==> config.mk <==
export PLATFORM = sky130hd
export DESIGN_NAME = xbi_bus
export DESIGN_NICKNAME = d
export VERILOG_FILES = /design/src/shared/xbi_pkg.sv /design/src/hdl/xbi_bus.sv /design/src/hdl/xbi_irq.sv
export SDC_FILE = /design/constraint.sdc
export NUM_CORES = 1
export LEC_CHECK = 0
export BUFFER_PORTS_ARGS = -buffer_cell sky130_fd_sc_hd__buf_2
export CAP_MARGIN = 25
export CORE_ASPECT_RATIO = 1.2
export CORE_UTILIZATION = 46
export DETAILED_ROUTE_END_ITERATION = 6
export GPL_TIMING_DRIVEN = 0
export PLACE_DENSITY = 0.82
export SLEW_MARGIN = 20
export SYNTH_ARGS = -nofsm -noshare
export SYNTH_HDL_FRONTEND = slang
export SYNTH_HIERARCHICAL = 1
export SYNTH_SLANG_ARGS = --single-unit
==> constraint.sdc <==
create_clock -name clock_in -period 3.3 [get_ports clock_in]
set_clock_uncertainty 0.1 [all_clocks]
set_input_delay 0.33 -clock clock_in [delete_from_list [all_inputs] [get_ports clock_in]]
set_output_delay 0.33 -clock clock_in [all_outputs]
set_load 0.03 [all_outputs]
==> src/shared/xbi_pkg.sv <==
// Purpose: Constants, types and helpers of the processor bus interface
// Assumes: One 20 MHz clock, active-low bus pins, static width select
// Notes:   Contract list below; each line states one rule of the interface
//
// Contract
// - The 24-bit address is driven for every cycle, acknowledge included.
// - Acknowledge cycles put the level on lines 3..1, all others high.
// - The width-select input fixes 8- or 16-bit transfers.
// - The address strobe is low only while the address is valid.
// - read_not_write marks each cycle as a read or a write.
// - Upper and lower byte strobes select the active byte lanes.
// - Bus grant tells masters the bus is freed when the cycle ends; on a narrow word it is freed after the second byte cycle.
// - Three encoded priority inputs give seven interrupt levels.
// - Level 7 is highest and cannot be masked.
// - Auto vector request makes the vector come from the level.
// - Reset and halt act on the device; bus error fails the cycle.
// - Low-power mode keeps every bit of state unchanged.
// - All logic is static, so the clock may stop indefinitely.
// - Function code outputs are valid whenever the strobe is low.
package xbi_pkg;

    // ------------------------------------------------------------
    // Widths and fixed codes
    // ------------------------------------------------------------
    localparam int          ADDR_W       = 24;
    localparam int          DATA_W       = 16;
    localparam logic [19:0] IACK_HIGH    = 20'hfffff;
    localparam logic [2:0]  FC_IACK      = 3'h7;
    localparam logic [7:0]  AUTOVEC_BASE = 8'h18;
    localparam logic [2:0]  LEVEL_NMI    = 3'h7;

    // Gray codes along idle, address, strobe, terminate
    typedef enum logic [2:0] {
        ST_IDLE = 3'h0,
        ST_ADDR = 3'h1,
        ST_STRB = 3'h3,
        ST_TERM = 3'h2,
        ST_REL  = 3'h6,
        ST_HALT = 3'h4
    } xbi_state_e;

    // Whole state of the bus sequencer; the interrupt sampler keeps its own
    typedef struct packed {
        xbi_state_e         st;
        logic [ADDR_W-1:0]  addr;
        logic [DATA_W-1:0]  wdata;
        logic [DATA_W-1:0]  dout;
        logic [DATA_W-1:0]  rdata;
        logic [7:0]         vec;
        logic [2:0]         fc;
        logic               rnw;
        logic               as_n;
        logic               uds_n;
        logic               lds_n;
        logic               bg_n;
        logic               rel;
        logic               dout_oe_n;
        logic               w8;
        logic               word;
        logic               part;
        logic               iack;
        logic               auto_vector_request;
        logic               busy;
        logic               done;
        logic               bus_error_input;
        logic               halted;
    } xbi_bus_s;

    localparam xbi_bus_s BUS_RESET = '{
        st: ST_IDLE, addr: '0, wdata: '0, dout: '0, rdata: '0, vec: '0,
        fc: '0, rnw: 1'b1, as_n: 1'b1, uds_n: 1'b1, lds_n: 1'b1,
        bg_n: 1'b1, rel: 1'b0, dout_oe_n: 1'b1, w8: 1'b0, word: 1'b0,
        part: 1'b0, iack: 1'b0, auto_vector_request: 1'b0, busy: 1'b0, done: 1'b0,
        bus_error_input: 1'b0, halted: 1'b0};

    // Interrupt sampler state
    typedef struct packed {
        logic [2:0] level;
        logic       pending;
    } xbi_irq_s;

    // Active-low encoded priority pins to a level, 0 meaning none
    function automatic logic [2:0] ipl_decode(input logic [2:0] pins_n);
        return ~pins_n;
    endfunction : ipl_decode

    // Active-low {upper, lower} strobes for width, size and A0
    function automatic logic [1:0] lane_strobe_n(input logic w8,
                                                 input logic word,
                                                 input logic a0);
        if (w8)
            return 2'h2;
        else if (word)
            return 2'h0;
        else
            return a0 ? 2'h2 : 2'h1;
    endfunction : lane_strobe_n

endpackage : xbi_pkg

==> src/hdl/xbi_bus.sv <==
// Purpose: Asynchronous external bus unit with arbitration and interrupts
// Assumes: Pin inputs synchronous to clock_in; core issues one request
// Notes:   low_power_in freezes all state; clock may be stopped
`timescale 1ns/1ps
module xbi_bus
    import xbi_pkg::*;
(
    input  wire logic              clock_in,
    input  wire logic              rst_in,
    input  wire logic              low_power_in,
    input  wire logic              width8_in,
    input  wire logic              halt_n_in,
    input  wire logic              req_in,
    input  wire logic              req_iack_in,
    input  wire logic              req_rnw_in,
    input  wire logic              req_word_in,
    input  wire logic [ADDR_W-1:0] req_addr_in,
    input  wire logic [DATA_W-1:0] req_wdata_in,
    input  wire logic [2:0]        req_fc_in,
    input  wire logic [2:0]        irq_mask_in,
    input  wire logic [DATA_W-1:0] data_lines_in,
    input  wire logic              transfer_acknowledge_n_in,
    input  wire logic              bus_error_input_n_in,
    input  wire logic              auto_vector_request_n_in,
    input  wire logic              bus_request_n_in,
    input  wire logic [2:0]        priority_level_n_in,
    output wire logic [ADDR_W-1:0] address_lines_out,
    output wire logic              address_oe_n_out,
    output wire logic [DATA_W-1:0] data_lines_out,
    output wire logic              data_oe_n_out,
    output wire logic              address_valid_strobe_n_out,
    output wire logic              upper_byte_strobe_n_out,
    output wire logic              lower_byte_strobe_n_out,
    output wire logic              read_not_write_out,
    output wire logic              control_oe_n_out,
    output wire logic [2:0]        function_code_out,
    output wire logic              bus_grant_n_out,
    output wire logic              busy_out,
    output wire logic              done_out,
    output wire logic              bus_error_input_out,
    output wire logic [DATA_W-1:0] rdata_out,
    output wire logic [7:0]        vector_out,
    output wire logic              autovec_out,
    output wire logic              irq_pending_out,
    output wire logic [2:0]        irq_level_out,
    output wire logic              halted_out
);
    xbi_bus_s   q;
    xbi_bus_s   d;
    logic       ack;

    // ------------------------------------------------------------
    // Interrupt sampler
    // ------------------------------------------------------------
    xbi_irq u_irq (
        .clock_in            (clock_in),
        .rst_in              (rst_in),
        .freeze_in           (low_power_in),
        .priority_level_n_in (priority_level_n_in),
        .mask_in             (irq_mask_in),
        .level_out           (irq_level_out),
        .pending_out         (irq_pending_out)
    );

    // Any of the three cycle terminations
    assign ack = !transfer_acknowledge_n_in || !bus_error_input_n_in ||
                 (q.iack && !auto_vector_request_n_in);

    // ------------------------------------------------------------
    // Bus sequencer
    // ------------------------------------------------------------
    always_comb begin
        d      = q;
        if (!low_power_in) begin
            d.done = 1'b0;
            unique case (q.st)
                ST_IDLE: begin
                    if (!halt_n_in) begin
                        d.st     = ST_HALT;
                        d.halted = 1'b1;
                    end else if (!bus_request_n_in) begin
                        d.st   = ST_REL;
                        d.bg_n = 1'b0;
                        d.rel  = 1'b1;
                    end else if (req_in) begin
                        d.st   = ST_ADDR;
                        d.busy = 1'b1;
                        d.bus_error_input = 1'b0;
                        d.auto_vector_request = 1'b0;
                        d.w8   = width8_in;
                        d.iack = req_iack_in;
                        if (req_iack_in) begin
                            d.addr = {IACK_HIGH, irq_level_out,
                                      1'b1};
                            d.fc   = FC_IACK;
                            d.rnw  = 1'b1;
                            d.word = 1'b0;
                        end else begin
                            d.addr = req_word_in ?
                                     {req_addr_in[ADDR_W-1:1], 1'b0} :
                                     req_addr_in;
                            d.fc   = req_fc_in;
                            d.rnw  = req_rnw_in;
                            d.word = req_word_in;
                        end
                        d.part      = width8_in && req_word_in &&
                                      !req_iack_in;
                        d.wdata     = req_wdata_in;
                        // Byte writes copied to both lanes
                        d.dout      = (req_word_in && !width8_in) ?
                                      req_wdata_in :
                                      (req_word_in ?
                                       {8'h00, req_wdata_in[15:8]} :
                                       {2{req_wdata_in[7:0]}});
                        d.dout_oe_n = req_iack_in || req_rnw_in;
                    end
                end
                ST_HALT: begin
                    if (halt_n_in) begin
                        d.st     = ST_IDLE;
                        d.halted = 1'b0;
                    end
                end
                ST_ADDR: begin
                    // Address settled a cycle before the strobe
                    d.st   = ST_STRB;
                    d.as_n = 1'b0;
                    {d.uds_n, d.lds_n} =
                        lane_strobe_n(q.w8, q.word, q.addr[0]);
                end
                ST_STRB: begin
                    if (!bus_request_n_in)
                        d.bg_n = 1'b0;
                    if (ack) begin
                        d.st    = ST_TERM;
                        d.as_n  = 1'b1;
                        d.uds_n = 1'b1;
                        d.lds_n = 1'b1;
                        d.bus_error_input  = !bus_error_input_n_in;
                        if (q.iack) begin
                            d.auto_vector_request = !auto_vector_request_n_in;
                            d.vec  = d.auto_vector_request ?
                                     AUTOVEC_BASE + {5'h00, q.addr[3:1]} :
                                     data_lines_in[7:0];
                        end else if (q.w8) begin
                            if (q.part)
                                d.rdata[15:8] = data_lines_in[7:0];
                            else if (q.word)
                                d.rdata[7:0] = data_lines_in[7:0];
                            else
                                d.rdata = {8'h00, data_lines_in[7:0]};
                        end else if (q.word) begin
                            d.rdata = data_lines_in;
                        end else begin
                            d.rdata = {8'h00, q.addr[0] ?
                                       data_lines_in[7:0] :
                                       data_lines_in[15:8]};
                        end
                    end
                end
                ST_TERM: begin
                    if (q.part && !q.bus_error_input) begin
                        // Second byte of a word on the narrow bus
                        d.st     = ST_ADDR;
                        d.part   = 1'b0;
                        d.addr   = q.addr | {{(ADDR_W-1){1'b0}}, 1'b1};
                        d.dout   = {8'h00, q.wdata[7:0]};
                    end else begin
                        d.done      = 1'b1;
                        d.busy      = 1'b0;
                        d.dout_oe_n = 1'b1;
                        if (!q.bg_n) begin
                            d.st  = ST_REL;
                            d.rel = 1'b1;
                        end else begin
                            d.st = ST_IDLE;
                        end
                    end
                end
                ST_REL: begin
                    if (bus_request_n_in) begin
                        d.st   = ST_IDLE;
                        d.bg_n = 1'b1;
                        d.rel  = 1'b0;
                    end
                end
                default: d = BUS_RESET;
            endcase
        end
    end

    // Static flops only, safe with a stopped clock
    always_ff @(posedge clock_in or posedge rst_in) begin
        if (rst_in)
            q <= BUS_RESET;
        else
            q <= d;
    end

    // ------------------------------------------------------------
    // Outputs, all straight from state flops
    // ------------------------------------------------------------
    assign address_lines_out          = q.addr;
    assign address_oe_n_out           = q.rel;
    assign data_lines_out             = q.dout;
    assign data_oe_n_out              = q.dout_oe_n;
    assign address_valid_strobe_n_out = q.as_n;
    assign upper_byte_strobe_n_out    = q.uds_n;
    assign lower_byte_strobe_n_out    = q.lds_n;
    assign read_not_write_out         = q.rnw;
    assign control_oe_n_out           = q.rel;
    assign function_code_out          = q.fc;
    assign bus_grant_n_out            = q.bg_n;
    assign busy_out                   = q.busy;
    assign done_out                   = q.done;
    assign bus_error_input_out                   = q.bus_error_input;
    assign rdata_out                  = q.rdata;
    assign vector_out                 = q.vec;
    assign autovec_out                = q.auto_vector_request;
    assign halted_out                 = q.halted;
endmodule : xbi_bus

==> src/hdl/xbi_irq.sv <==
// Purpose: Samples the encoded interrupt priority pins
// Assumes: Pins synchronous to clock_in, active low
// Notes:   Level 7 ignores the mask
`timescale 1ns/1ps
module xbi_irq
    import xbi_pkg::*;
(
    input  wire logic       clock_in,
    input  wire logic       rst_in,
    input  wire logic       freeze_in,
    input  wire logic [2:0] priority_level_n_in,
    input  wire logic [2:0] mask_in,
    output wire logic [2:0] level_out,
    output wire logic       pending_out
);
    xbi_irq_s s_q;
    xbi_irq_s s_d;

    // ------------------------------------------------------------
    // Next state
    // ------------------------------------------------------------
    always_comb begin
        s_d = s_q;
        if (!freeze_in) begin
            s_d.level   = ipl_decode(priority_level_n_in);
            s_d.pending = (s_d.level == LEVEL_NMI) ||
                          (s_d.level > mask_in);
        end
    end

    // Plain flops, no clock-dependent storage
    always_ff @(posedge clock_in or posedge rst_in) begin
        if (rst_in)
            s_q <= '0;
        else
            s_q <= s_d;
    end

    assign level_out   = s_q.level;
    assign pending_out = s_q.pending;

endmodule : xbi_irq

## Yosys cells after proc, flatten, opt, wreduce, memory -nomap -nowiden

Index checks and enable logic that the tools add are counted.

| word-level totals | value |
|---|---|
| output and inout port bits | 84 |
| register bits | 98 |
| input bits | 78 |

| cells by class | value |
|---|---|
| add/subtract/negate cells | 1 |
| $lt $le $gt $ge | 1 |
| equality and inequality tests | 23 |
| muxes and demuxes | 71 |
| reductions and logical operators | 38 |
| bitwise gates (word level) | 11 |

Operators with widths:

| cell | count |
|---|---|
| $mux 56 | 2 |
| $mux 16 | 6 |
| $pmux 24 s3 | 1 |
| $mux 59 | 1 |
| $mux 24 | 2 |
| $mux 8 | 6 |
| $pmux 16 s3 | 1 |
| $pmux 24 s2 | 1 |
| $reduce_and 6->1 | 5 |
| $ne 2x2->1 const B | 14 |
| $mux 3 | 8 |
| $reduce_and 5->1 | 4 |
| $pmux 1 s3 | 6 |
| $pmux 3 s6 | 1 |
| $mux 4 | 4 |
| $pmux 8 s2 | 1 |
| $reduce_or 4->1 | 4 |
| $mux 1 | 15 |
| $mux 2 | 7 |
| $mux 7 | 2 |
| $reduce_and 7->1 | 2 |
| $not 1->1 | 10 |
| $reduce_or 5->1 | 2 |
| $eq 3x3->1 const B | 3 |
| 20 further kinds | 37 |

## Depth between registers and ports, before layout

Gate-level depths: netlist (run 1).

| depth | value |
|---|---|
| depth after elaboration | 7 |
| gate-level depth with buffers | 9 |
| mapped depth without buffers | 6 |

## Modules after synthesis

The synthesis (run 1) kept the hierarchy.

By module, submodules not included:

| module | cells each | area an instance (um^2) | sequential area each (um^2) | instances |
|---|---|---|---|---|
| xbi_bus | 585 | 5163.7 | 2359.8 | 1 |
| xbi_irq | 25 | 256.5 | 100.1 | 1 |

## Least setup slack after synthesis (run 1)

No wires, ideal clock.

| timing | value |
|---|---|
| path type | register to register |
| start | register q[101] in the netlist's numbering |
| end | register q (netlist bit data_lines_out[10]) |
| data required time | 3.105 ns |
| cell stages (with the launch flop) | 7 |
| path slack | 1.432 ns |
| arrival | 1.672 ns |
| library setup time | 0.095 ns |
| cell sequence | dfrtp_1 -> clkinv_1 -> ha_1 -> a211oi_2 -> nand2_2 -> buf_2 -> o31ai_1 |

| on the way | value |
|---|---|
| cells in the longest elaborated chain, start to end | 4 |

RTL lines:

| element | line | text |
|---|---|---|
| from (decl) | xbi_bus.sv:48 | `xbi_bus_s q;` |
| from (signal assigned) | xbi_bus.sv:195 | `q <= BUS_RESET;` |
| from (signal assigned) | xbi_bus.sv:197 | `q <= d;` |
| $eq 3x3->1 (tied with other cells) | xbi_bus.sv:76 | `unique case (q.st)` |
| $reduce_or 4->1 (no source line) | n/a |  |
| $not 1->1 (no source line) | n/a |  |
| $reduce_and 6->1 (no source line) | n/a |  |

Several ways; a longest one is shown, not always the timed one.
A chain may end at the register's enable or synchronous reset.

## Worst setup path in the final report (run 1)

| timing | value |
|---|---|
| start | register q[101] in the netlist's numbering |
| end | register q (netlist bit data_lines_out[9]) |

The elaborated chain is that of the path after synthesis.

==> reports/metrics.yaml, run 1 <==
outcome:
  status: "complete, no violations"
job:
  cap_violations: 0
floorplan:
  ios: 162
  start_util: 0.471
  die_height_um: 121
  dieArea_um2: 12200
  die_x_um: 101
  rows: 43
  core_um2: 11500
power:
  combPwrFrac: 0.490
  ir_drop_uv: 419
  p_sw_mw: 2.58
  power.density_nw_per_um2: 865
  p_seq_frac: 0.313
  clock_power_share: 0.197
  p_int_mw: 3.29
  leakagePower_nw: 3.43
  power.share.switching: 0.439
layout:
  area_growth_pct: 25.2
  finalNetCount: 865
  layout_common_cells: "buf_2 (171), nand2_1 (112), dfrtp_1 (92), o21ai_0 (80), buf_4 (69)"
  drive_gt1_frac: 0.372
  fin_cells: 944
  post-route-util: 0.589
  layout_commonest_cell: "buf_2"
  fillers: 1072
  diodes: 0
global_routing:
  grt_pass1_vias: 4690
  grt_max_degree: 57
  grt_overflow: 0
  grt_pass1_wl_um: 22700
  antenna_found_initial: 0
  grt_use_total: 0.239
timing:
  setup_viol_count_final: 0
  rsz0062_at_grt: "false"
  period_minus_slack_ns: 2.23
  fmax_mhz: 449
  period_share: 0.675
  finalHoldViolCount: 0
  slew_violations: 0
  fin_ws_ns: 1.07
  worst_pin_slew_ns: 0.855
  slew_headroom: 0.426
placed_design:
  dp_slack_ns: 1.08
  port_buffers: 159
  place_congestion: 0.902
  dp_hpwl_um: 10800
  dp_cells: 927
critical_path:
  crit_family: "buffers and inverters"
  cp_slowest_stage_delay_ns: 0.40
  cp-start-kind: "flip-flop"
  required_ns: 3.45
  worstPathArrival_ns: 2.38
  worst_path_max_delay_cell: "dfrtp_1"
  critical_path_depth: 6
  crit_buf_inv: 2
  cp_max_fo: 10
  ff2ff_path_depth: 6
  end_kind: "flip-flop"
  worstPathCellList: "clkinv_1, ha_1, a211oi_2, nand2_2, buf_2, o31ai_1"
  crit_type: "flip-flop to flip-flop"
logic_synthesis:
  synth_compound_area_frac: 0.203
  yosysUniqueCellTypes: 49
  synth_simple_gate_area_frac: 0.148
  syn_inst: 610
  async_reset_ff_frac: 1.00
  synth_edf_count: 0
  syn-cell-area_um2: 5420
  ys_seq_area_frac: 0.454
  avgSynthCellArea_um2: 8.89
  synthFlopType: "dfrtp_1"
  yosysWarnings: 6
  synth_xor_area_frac: 0.00162
  syn-num-nets: 693
  synth_top_family_by_area: "compound AO/OA/AOI/OAI gates"
  muxShareOfSynthArea: 0.0422
  synth_fa_ha_area_frac: 0.0115
  synth_seq_cells: 98
clocking:
  cts.sinks: 98
  h-tree-depth: 3
  postCtsSetupRepairBufs: 0
  root_buffer: "clkbuf_16"
  cts_tree: "built"
  cts_buffers: 9
  clockBufferDepth: 2
  clk_latency_ns: 0.34
  clk_pin_slew_ns: 0.07
routing:
  dr.pass1.iters: 5
  drt_iter0_drc: 326
  vias: 4971
  routed_wl_um: 14300
  drc: 0
  antenna_left: 0
  post_drt_wl_per_cell_um: 15.2
  viasPerCell: 5.27
min_path:
  whs_path_depth: 2
  hold_path.class: "primary input to flip-flop"
## per-stage QoR
step,setup TNS (ns),cell area (um^2),power [mW],hold slack (ns)
after global placement,-64.79,6410,4.66,0.124
after floorplan,0,5420,3.94,-0.00392
after CTS,0,6780,5.89,0.109
final,0,6780,5.87,0.122
after global routing,0,6780,6.25,0.132
after detailed placement,0,6440,4.73,0.165
## metal layers
layer / track usage / routed length [um] / up-vias
li1: - / - / 2387
met4: 0.0915 / 267 / 0
met1: 0.305 / 6110 / 2373
met2: 0.405 / 7170 / 189
met3: 0.0363 / 764 / 22
met5: 0 / 0 / -
## kinds of logic (layout without fill, tap and decap cells)
kind of cell	Yosys count	after routing
buf+inv	121	298
mux	21	21
xor+xnor	1	1
simple gates	178	178
fa+ha+maj	5	5
flops	98	98
compound gates	186	186
## final timing paths
kind	startpoint	slack, ns	endpoint
max reg2reg	q[101]	1.07	data_lines_out[9]
max	q[101]	1.07	data_lines_out[9]
min	priority_level_n_in[2]	0.12	u_irq/level_out[2]
min in group asynchronous	rst_in	0.35	u_irq/level_out[0]
max in group asynchronous	rst_in	2.01	lower_byte_strobe_n_out
min reg2reg	address_lines_out[10]	0.38	address_lines_out[10]
## worst register-to-register path: stages (launching register included)
cell and delay, ns:
dfrtp_1 0.40, clkinv_1 0.29, ha_1 0.39, a211oi_2 0.29, nand2_2 0.20, buf_2 0.24, o31ai_1 0.24
## area by class of cell
class / count / area [um^2] / area share
Tap cell: 157 / 196 / 0.0290
Sequential cell: 98 / 2460 / 0.363
Timing Repair Buffer: 161 / 833 / 0.123
Inverter: 16 / 65.1 / 0.00959
Clock buffer: 11 / 243 / 0.0358
Buffer: 105 / 698 / 0.103
Clock inverter: 5 / 86.3 / 0.0127
Multi-Input combinational cell: 391 / 2200 / 0.325
## synthesized netlist by cell type (all sizes together), types with 9 or more instances
| cell type | number | area (um^2) |
|---|---|---|
| mux2i | 9 | 90.1 |
| mux2 | 12 | 139 |
| nor2b | 10 | 62.6 |
| nand2 | 114 | 433 |
| o41ai | 9 | 86.3 |
| o31ai | 18 | 135 |
| o21ai | 94 | 478 |
| inv | 15 | 56.3 |
| dfrtp | 92 | 2300 |
| a21oi | 44 | 224 |
| nor2 | 15 | 61.3 |
| nand3 | 17 | 90.1 |
| buf | 85 | 623 |
| clkbuf | 20 | 75.1 |
## registers in the layout, indices dropped and copies added (netlist names), 3 cells and up
name / count
address_lines_out: 24
data_lines_out: 16
function_code_out: 3
q: 15
rdata_out: 16
u_irq/level_out: 3
vector_out: 8
## power by group through the flow
stage / Clock, mW / Combinational [mW] / Sequential, mW
floorplan: 0 / 2.02 / 1.92
global placement: 0 / 2.82 / 1.84
detailed placement: 0 / 2.88 / 1.86
CTS: 1.17 / 2.89 / 1.84
global route: 1.21 / 3.15 / 1.88
finish: 1.15 / 2.88 / 1.84
## timing repair
item                                   4_1_cts  5_1_grt
resized for setup                            0        0
endpoints found under the hold margin       41        0
hold buffers                                 1        0
(Power assumes the default switching activity.)
==> run 2: changes to the inputs <==
- ABC_AREA: unset -> 1
- PLACE_DENSITY: 0.82 -> 0.81
- clock period: 3.3 -> 2.2 ns (I/O delays scaled with it)
==> run 2 against run 1 <==
Final cell count rose by 24%. Sequential cell count unchanged. Clock-buffer cell count fell by 1. Clock power rose by 33%. Setup slack got worse by 0.96 ns. Core utilization is 0.67 points lower. Combinational power increased by 79%. Critical path depth is 2 higher. Routed wire length grew 14%. Non-clock buffer count rose by 8.
==> reports/metrics.yaml, run 2 <==
outcome:
  status: "complete, no violations"
critical_path:
  required_ns: 2.38  # -1.07 ns
  cp_max_fo: 10  # unchanged
  end_kind: "flip-flop"
  crit_type: "flip-flop to flip-flop"
  worstPathArrival_ns: 2.27  # -0.11 ns
  cp-start-kind: "flip-flop"
routing:
  drt_iter0_drc: 283  # -13%
  antenna_left: 0  # unchanged
  drc: 0  # unchanged
  post_drt_wl_per_cell_um: 13.9  # -8.1%
  routed_wl_um: 16300  # +14%
  viasPerCell: 5.02  # -4.8%
  dr.pass1.iters: 5  # unchanged
  vias: 5868  # +18%
timing:
  setup_viol_count_final: 0  # unchanged
  worst_pin_slew_ns: 0.680  # -0.175 ns
  finalHoldViolCount: 0  # unchanged
  slew_headroom: 0.545  # +0.120
  rsz0062_at_grt: "false"
  fin_setup_tns_ns: 0  # unchanged
  period_share: 0.948  # +0.273
  hold_slack_ns: 0.0664  # -0.0557 ns
  period_minus_slack_ns: 2.09  # -0.142 ns
  slew_violations: 0  # unchanged
  fin_ws_ns: 0.115  # -0.958 ns
  fmax_mhz: 480  # +6.8%
clocking:
  h-tree-depth: 3  # unchanged
  clk_pin_slew_ns: 0.07  # about the same
  cts_buffers: 9  # unchanged
  cts_tree: "built"
  postCtsSetupRepairBufs: 0  # unchanged
  root_buffer: "clkbuf_16"
  clk_latency_ns: 0.34  # about the same
  cts.sinks: 98  # unchanged
  clockBufferDepth: 2  # unchanged
placed_design:
  port_buffers: 160  # +0.63%
  dp_slack_ns: 0.105  # -0.974 ns
  dp_hpwl_um: 12500  # +16%
  place_congestion: 0.900  # -0.25%
global_routing:
  grt_use_total: 0.248  # +0.00975
  gr-usage-met2: 0.414  # +0.00968
  grt_pass1_wl_um: 26500  # +17%
  use_met3: 0.0301  # -0.00619
  grt_overflow: 0  # unchanged
  grt_pass1_vias: 5502  # +17%
  antenna_found_initial: 0  # unchanged
  grt_max_degree: 36  # -37%
  met1_usage: 0.319  # +0.0144
  grt.busiest_layer: "met2"
logic_synthesis:
  syn-num-nets: 908  # +31%
  synth_top_area_share: 0.383  # -0.0413
  synth_top_family_by_area: "simple AND/OR/NAND/NOR gates"
  syn-cell-area_um2: 6000  # +11%
  synth_top_area_cell: "dfrtp_1"
  yosysWarnings: 6  # unchanged
  synthTopCellsByArea: "dfrtp_1 (38%), nand2_1 (18%), buf_4 (9.3%)"
  synth_fa_ha_area_frac: 0.0104  # -0.00112
  synth_common_cells: "nand2_1 (283), nand3_1 (93), dfrtp_1 (92)"
  muxShareOfSynthArea: 0  # -0.0422
  yosysMostFrequentCell: "nand2_1"
  ys_seq_area_frac: 0.410  # -0.0441
  synth_compound_area_frac: 0.0744  # -0.129
  yosysUniqueCellTypes: 32  # -35%
  syn_inst: 825  # +35%
  synth_edf_count: 0  # unchanged
  avgSynthCellArea_um2: 7.28  # -18%
  synth_simple_gate_area_frac: 0.353  # +0.205
  synthFlopType: "dfrtp_1"
  async_reset_ff_frac: 1.00  # unchanged
  synth_xor_area_frac: 0  # -0.00162
  synth_seq_cells: 98  # unchanged
power:
  p_int_mw: 5.04  # +53%
  p_sw_mw: 4.43  # +72%
  power.density_nw_per_um2: 1280  # +48%
  leakagePower_nw: 4.26  # +24%
  combPwrFrac: 0.544  # +0.054
  ir_drop_uv: 910  # +120%
  power.share.switching: 0.467  # +0.0279
  clock_power_share: 0.162  # -0.035
  p_seq_frac: 0.294  # -0.019
layout:
  diodes: 0  # unchanged
  layout_common_cells: "nand2_1 (283), buf_2 (175), nand3_1 (93), dfrtp_1 (92), buf_4 (74)"
  drive_gt1_frac: 0.301  # -0.0711
  largest_reg_flops: 24  # unchanged
  area_growth_pct: 22.9
  finalNetCount: 1085  # +25%
  layout_commonest_cell: "nand2_1"
floorplan:
  die_x_um: 106  # +5.1%
  ios: 162  # unchanged
  core_um2: 12700  # +10%
  die_height_um: 127  # +5.2%
  dieArea_um2: 13500  # +11%
  start_util: 0.474  # +0.00311
  rows: 45  # +4.7%
min_path:
  hold_path.class: "primary input to flip-flop"
job:
  cap_violations: 0  # unchanged
run 2: cell count changes after synthesis, sizes merged, moves of 10 or more:
cell,delta
o31ai,-18
mux2,-12
nor2,+62
nor2b,-10
inv,+30
nand2,+176
buf,+10
o21ai,-62
o211ai,+13
nand4,+12
nand3,+80
a21oi,-12
run 2: logic make-up after synthesis:
kind of cell               after synthesis
DFF                                     98
AOI/OAI and AO/OA                       79
buffers and inverters                  155
adders and majority gates                5
and+or+nand+nor                        488
run 2: repair_timing:
action | 4_1_cts | 5_1_grt
gates resized for setup | 0 | 2
endpoints found under the hold margin | 34 | 0
hold buffers | 4 | 0
endpoints found under the setup margin | 0 | 1
run 2: worst paths after layout:
kind                                 start                 endpoint  slack [ns]  depth (start not counted)
max in group asynchronous           rst_in  upper_byte_strobe_n_out        0.88                          4
min in group asynchronous           rst_in       u_irq/level_out[0]        0.24                          3
hold / removal             req_wdata_in[7]                    q[66]        0.07                          3
hold reg to reg              data_oe_n_out            data_oe_n_out        0.36                          2
setup / recovery                    q[101]       data_lines_out[13]        0.11                          8
setup reg to reg                    q[101]       data_lines_out[13]        0.11                          8
run 2: critical path, cell delays in order (launching register included):
cell,delay (ns)
dfrtp_1,0.37
buf_6,0.15
inv_2,0.13
ha_1,0.26
nand3_1,0.29
clkbuf_2,0.30
a21oi_1,0.23
nand3_1,0.12
nand2_1,0.08
run 2: power by group through the flow:
stage | combinational, mW | clock (mW) | sequential [mW]
final | 5.15 | 1.53 | 2.78
after global routing | 5.65 | 1.65 | 2.86
after CTS | 5.15 | 1.57 | 2.78
after detailed placement | 5.13 | 0 | 2.80
after global placement | 5.05 | 0 | 2.79
after floorplan | 3.71 | 0 | 2.93
run 2: per-layer routing:
metal / up-vias / wire [um]
met2: 209 / 7900
met4: 0 / 543
met1: 2677 / 7040
li1: 2938 / -
met3: 44 / 808
met5: - / 0
run 2: per-stage QoR:
| stage | util | instances | total power [mW] | instance area (um^2) |
|---|---|---|---|---|
| floorplan | - | 825 | 6.64 | 6010 |
| global placement | 0.554 | 1149 | 7.85 | 7010 |
| CTS | 0.582 | 1170 | 9.50 | 7380 |
| global route | 0.583 | 1170 | 10.2 | 7380 |
| detailed placement | 0.557 | 1151 | 7.93 | 7050 |
| finish | 0.583 | 1170 | 9.47 | 7380 |
run 2: area by class of cell:
type / instances / area [um^2]
clock inverter: 5 / 56.3
fill: 1269 / 5290
sequential: 98 / 2460
multi-input combinational: 572 / 2630
inverter: 47 / 180
tap: 164 / 205
clock buffer: 10 / 229
timing repair buffer: 166 / 881
buffer: 108 / 741
==> run 3: changes to the inputs <==
- clock period: 2.2 -> 2.4 ns (I/O delays scaled with it)
==> run 3 against run 2 <==
Critical path depth stayed put. Power is 8.4% lower. Sequential cell count stayed put. First-iteration DRC count is 4.2% higher. Routed wire length is 0.18% lower. Hold slack worse by 0.047 ns. Clock power is 8% lower. Final cell count is 0.17% lower. Register-to-register slack better by 0.14 ns. Sequential power is 8.3% lower.
==> reports/metrics.yaml, run 3 (synthesized netlist as in run 2, its figures left out) <==
clocking:
  clockBufferDepth: 2  # unchanged
  root_buffer: "clkbuf_16"
  clk_latency_ns: 0.34  # about the same
  clk_pin_slew_ns: 0.07  # about the same
  cts.sinks: 98  # unchanged
  cts_buffers: 9  # unchanged
  cts_tree: "built"
  ctsResizeCount: 0  # unchanged
  h-tree-depth: 3  # unchanged
routing:
  drc: 0  # unchanged
  vias: 5861  # -0.12%
  post_drt_wl_per_cell_um: 13.9  # about the same
  routed_wl_um: 16300  # -0.18%
  antenna_left: 0  # unchanged
  drt_iter0_drc: 295  # +4.2%
  dr.pass1.iters: 5  # unchanged
  viasPerCell: 5.02  # about the same
layout:
  finalNetCount: 1083  # -0.18%
  fin_cells: 1168  # -0.17%
  diodes: 0  # unchanged
  layout_commonest_cell: "nand2_1"
  post-route-util: 0.581  # -0.00168
  largest_reg_flops: 24  # unchanged
  area_growth_pct: 22.6
  layout_common_cells: "nand2_1 (283), buf_2 (175), nand3_1 (93), dfrtp_1 (92), buf_4 (74)"
  drive_gt1_frac: 0.301  # -0.000396
placed_design:
  dp_cells: 1151  # unchanged
  port_buffers: 160  # unchanged
  dp_hpwl_um: 12500  # unchanged
  place_congestion: 0.900  # unchanged
timing:
  rsz0062_at_grt: "false"
  fmax_mhz: 466  # -2.9%
  fin_setup_tns_ns: 0  # unchanged
  slew_headroom: 0.546  # +0.00105
  setup_viol_count_final: 0  # unchanged
  slew_violations: 0  # unchanged
  worst_pin_slew_ns: 0.679  # -0.00157 ns
  period_share: 0.894  # -0.0534
  finalHoldViolCount: 0  # unchanged
  hold_slack_ns: 0.0197  # -0.0467 ns
  period_minus_slack_ns: 2.15  # +0.0614 ns
critical_path:
  crit_family: "buffers and inverters"
  worstReg2RegStart: "q[101]"
  rrSetupSlack_ns: 0.25  # +0.14 ns
  crit_type: "flip-flop to flip-flop"
  critical_path_depth: 8  # unchanged
  worstPathArrival_ns: 2.33  # +0.06 ns
  crit_buf_inv: 3  # unchanged
  worstPathCellList: "buf_6, inv_2, ha_1, nand3_1, clkbuf_1, a21oi_1, nand3_1, nand2_1"
  cp-start-kind: "flip-flop"
  cp_max_fo: 10  # unchanged
  cp_slowest_stage_delay_ns: 0.37  # about the same
  required_ns: 2.58  # +0.20 ns
  crit_top_cell: "nand3_1"
  crit_path_start: "q[101]"
  end_kind: "flip-flop"
  reg2reg_to: "data_lines_out[13]"
  endpoint: "data_lines_out[13]"
  ff2ff_path_depth: 8  # unchanged
  worst_path_max_delay_cell: "dfrtp_1"
power:
  p_seq_frac: 0.294  # about the same
  total_power_mw: 8.67  # -8.4%
  leakagePower_nw: 4.25  # -0.26%
  p_sw_mw: 4.05  # -8.4%
  clock_power_share: 0.162  # about the same
  p_int_mw: 4.62  # -8.4%
  power.share.switching: 0.467  # about the same
  power.density_nw_per_um2: 1180  # -8.2%
  combPwrFrac: 0.544  # about the same
  ir_drop_uv: 835  # -8.3%
global_routing:
  met1_usage: 0.319  # unchanged
  grt_use_total: 0.248  # -0.000658
  grt_max_degree: 36  # unchanged
  antenna_found_initial: 0  # unchanged
  grt_pass1_wl_um: 26400  # -0.23%
  use_met3: 0.0301  # unchanged
  grt_overflow: 0  # unchanged
  grt_pass1_vias: 5484  # -0.33%
  gr-usage-met2: 0.412  # -0.00229
  grt.busiest_layer: "met2"
min_path:
  hold_path.class: "primary input to flip-flop"
floorplan:
  die_height_um: 127  # unchanged
  core_um2: 12700  # unchanged
  die_x_um: 106  # unchanged
  rows: 45  # unchanged
  dieArea_um2: 13500  # unchanged
  ios: 162  # unchanged
  start_util: 0.474  # unchanged
job:
  cap_violations: 0  # unchanged
outcome:
  status: "complete, no violations"
-- run 3: cell count changes in the layout (fill, tap and decap cells not counted), sizes merged --
| cell | previous run | this run |
|---|---|---|
| dlygate4sd3 | 4 | 2 |
-- run 3: metal layers --
metal,part of all wire,up-vias
li1,-,2930
met3,0.058,45
met1,0.42,2655
met2,0.48,231
met4,0.034,0
met5,0,-
-- run 3: per-stage QoR --
stage	cell area, um^2	setup WS (ns)
final	7360	0.254
after global routing	7360	0.193
after CTS	7360	0.293
after detailed placement	7050	0.305
after global placement	7010	0.295
after floorplan	6010	0.742
-- run 3: worst min path at each step --
stage                                      start                  to  cells past startpoint
final                     priority_level_n_in[0]  u_irq/level_out[0]                      2
after global routing      priority_level_n_in[2]  u_irq/level_out[2]                      2
after CTS                 priority_level_n_in[2]  u_irq/level_out[2]                      2
after detailed placement                  rst_in   u_irq/pending_out                      2
after global placement                    rst_in   u_irq/pending_out                      2
after floorplan                           rst_in  u_irq/level_out[0]                      1
-- run 3: worst reg2reg max path, cell delays in order (launching register included) --
cell and delay [ns]:
dfrtp_1 0.37, buf_6 0.15, inv_2 0.14, ha_1 0.26, nand3_1 0.29, clkbuf_1 0.33
a21oi_1 0.27, nand3_1 0.12, nand2_1 0.08
-- run 3: area by class of cell --
class,instances,area (um^2)
clock inverters,5,56.3
well taps,164,205
clock buffers,10,229
plain buffers,108,739
fillers,1271,5310
inverters,47,180
repair buffers,164,861
multi-input cells,572,2630
flip-flops and latches,98,2460
-- run 3: repair_timing --
item,CTS,global route
hold buffers,2,0
setup buffers,0,0
hold endpoints to repair,32,0
-- run 3: power groups by stage --
stage | Sequential (mW) | Combinational (mW) | Clock (mW)
6_report | 2.55 | 4.72 | 1.41
4_1_cts | 2.55 | 4.72 | 1.44
5_1_grt | 2.62 | 5.17 | 1.51
3_5_place_dp | 2.57 | 4.70 | 0
2_1_floorplan | 2.69 | 3.40 | 0
3_3_place_gp | 2.56 | 4.63 | 0
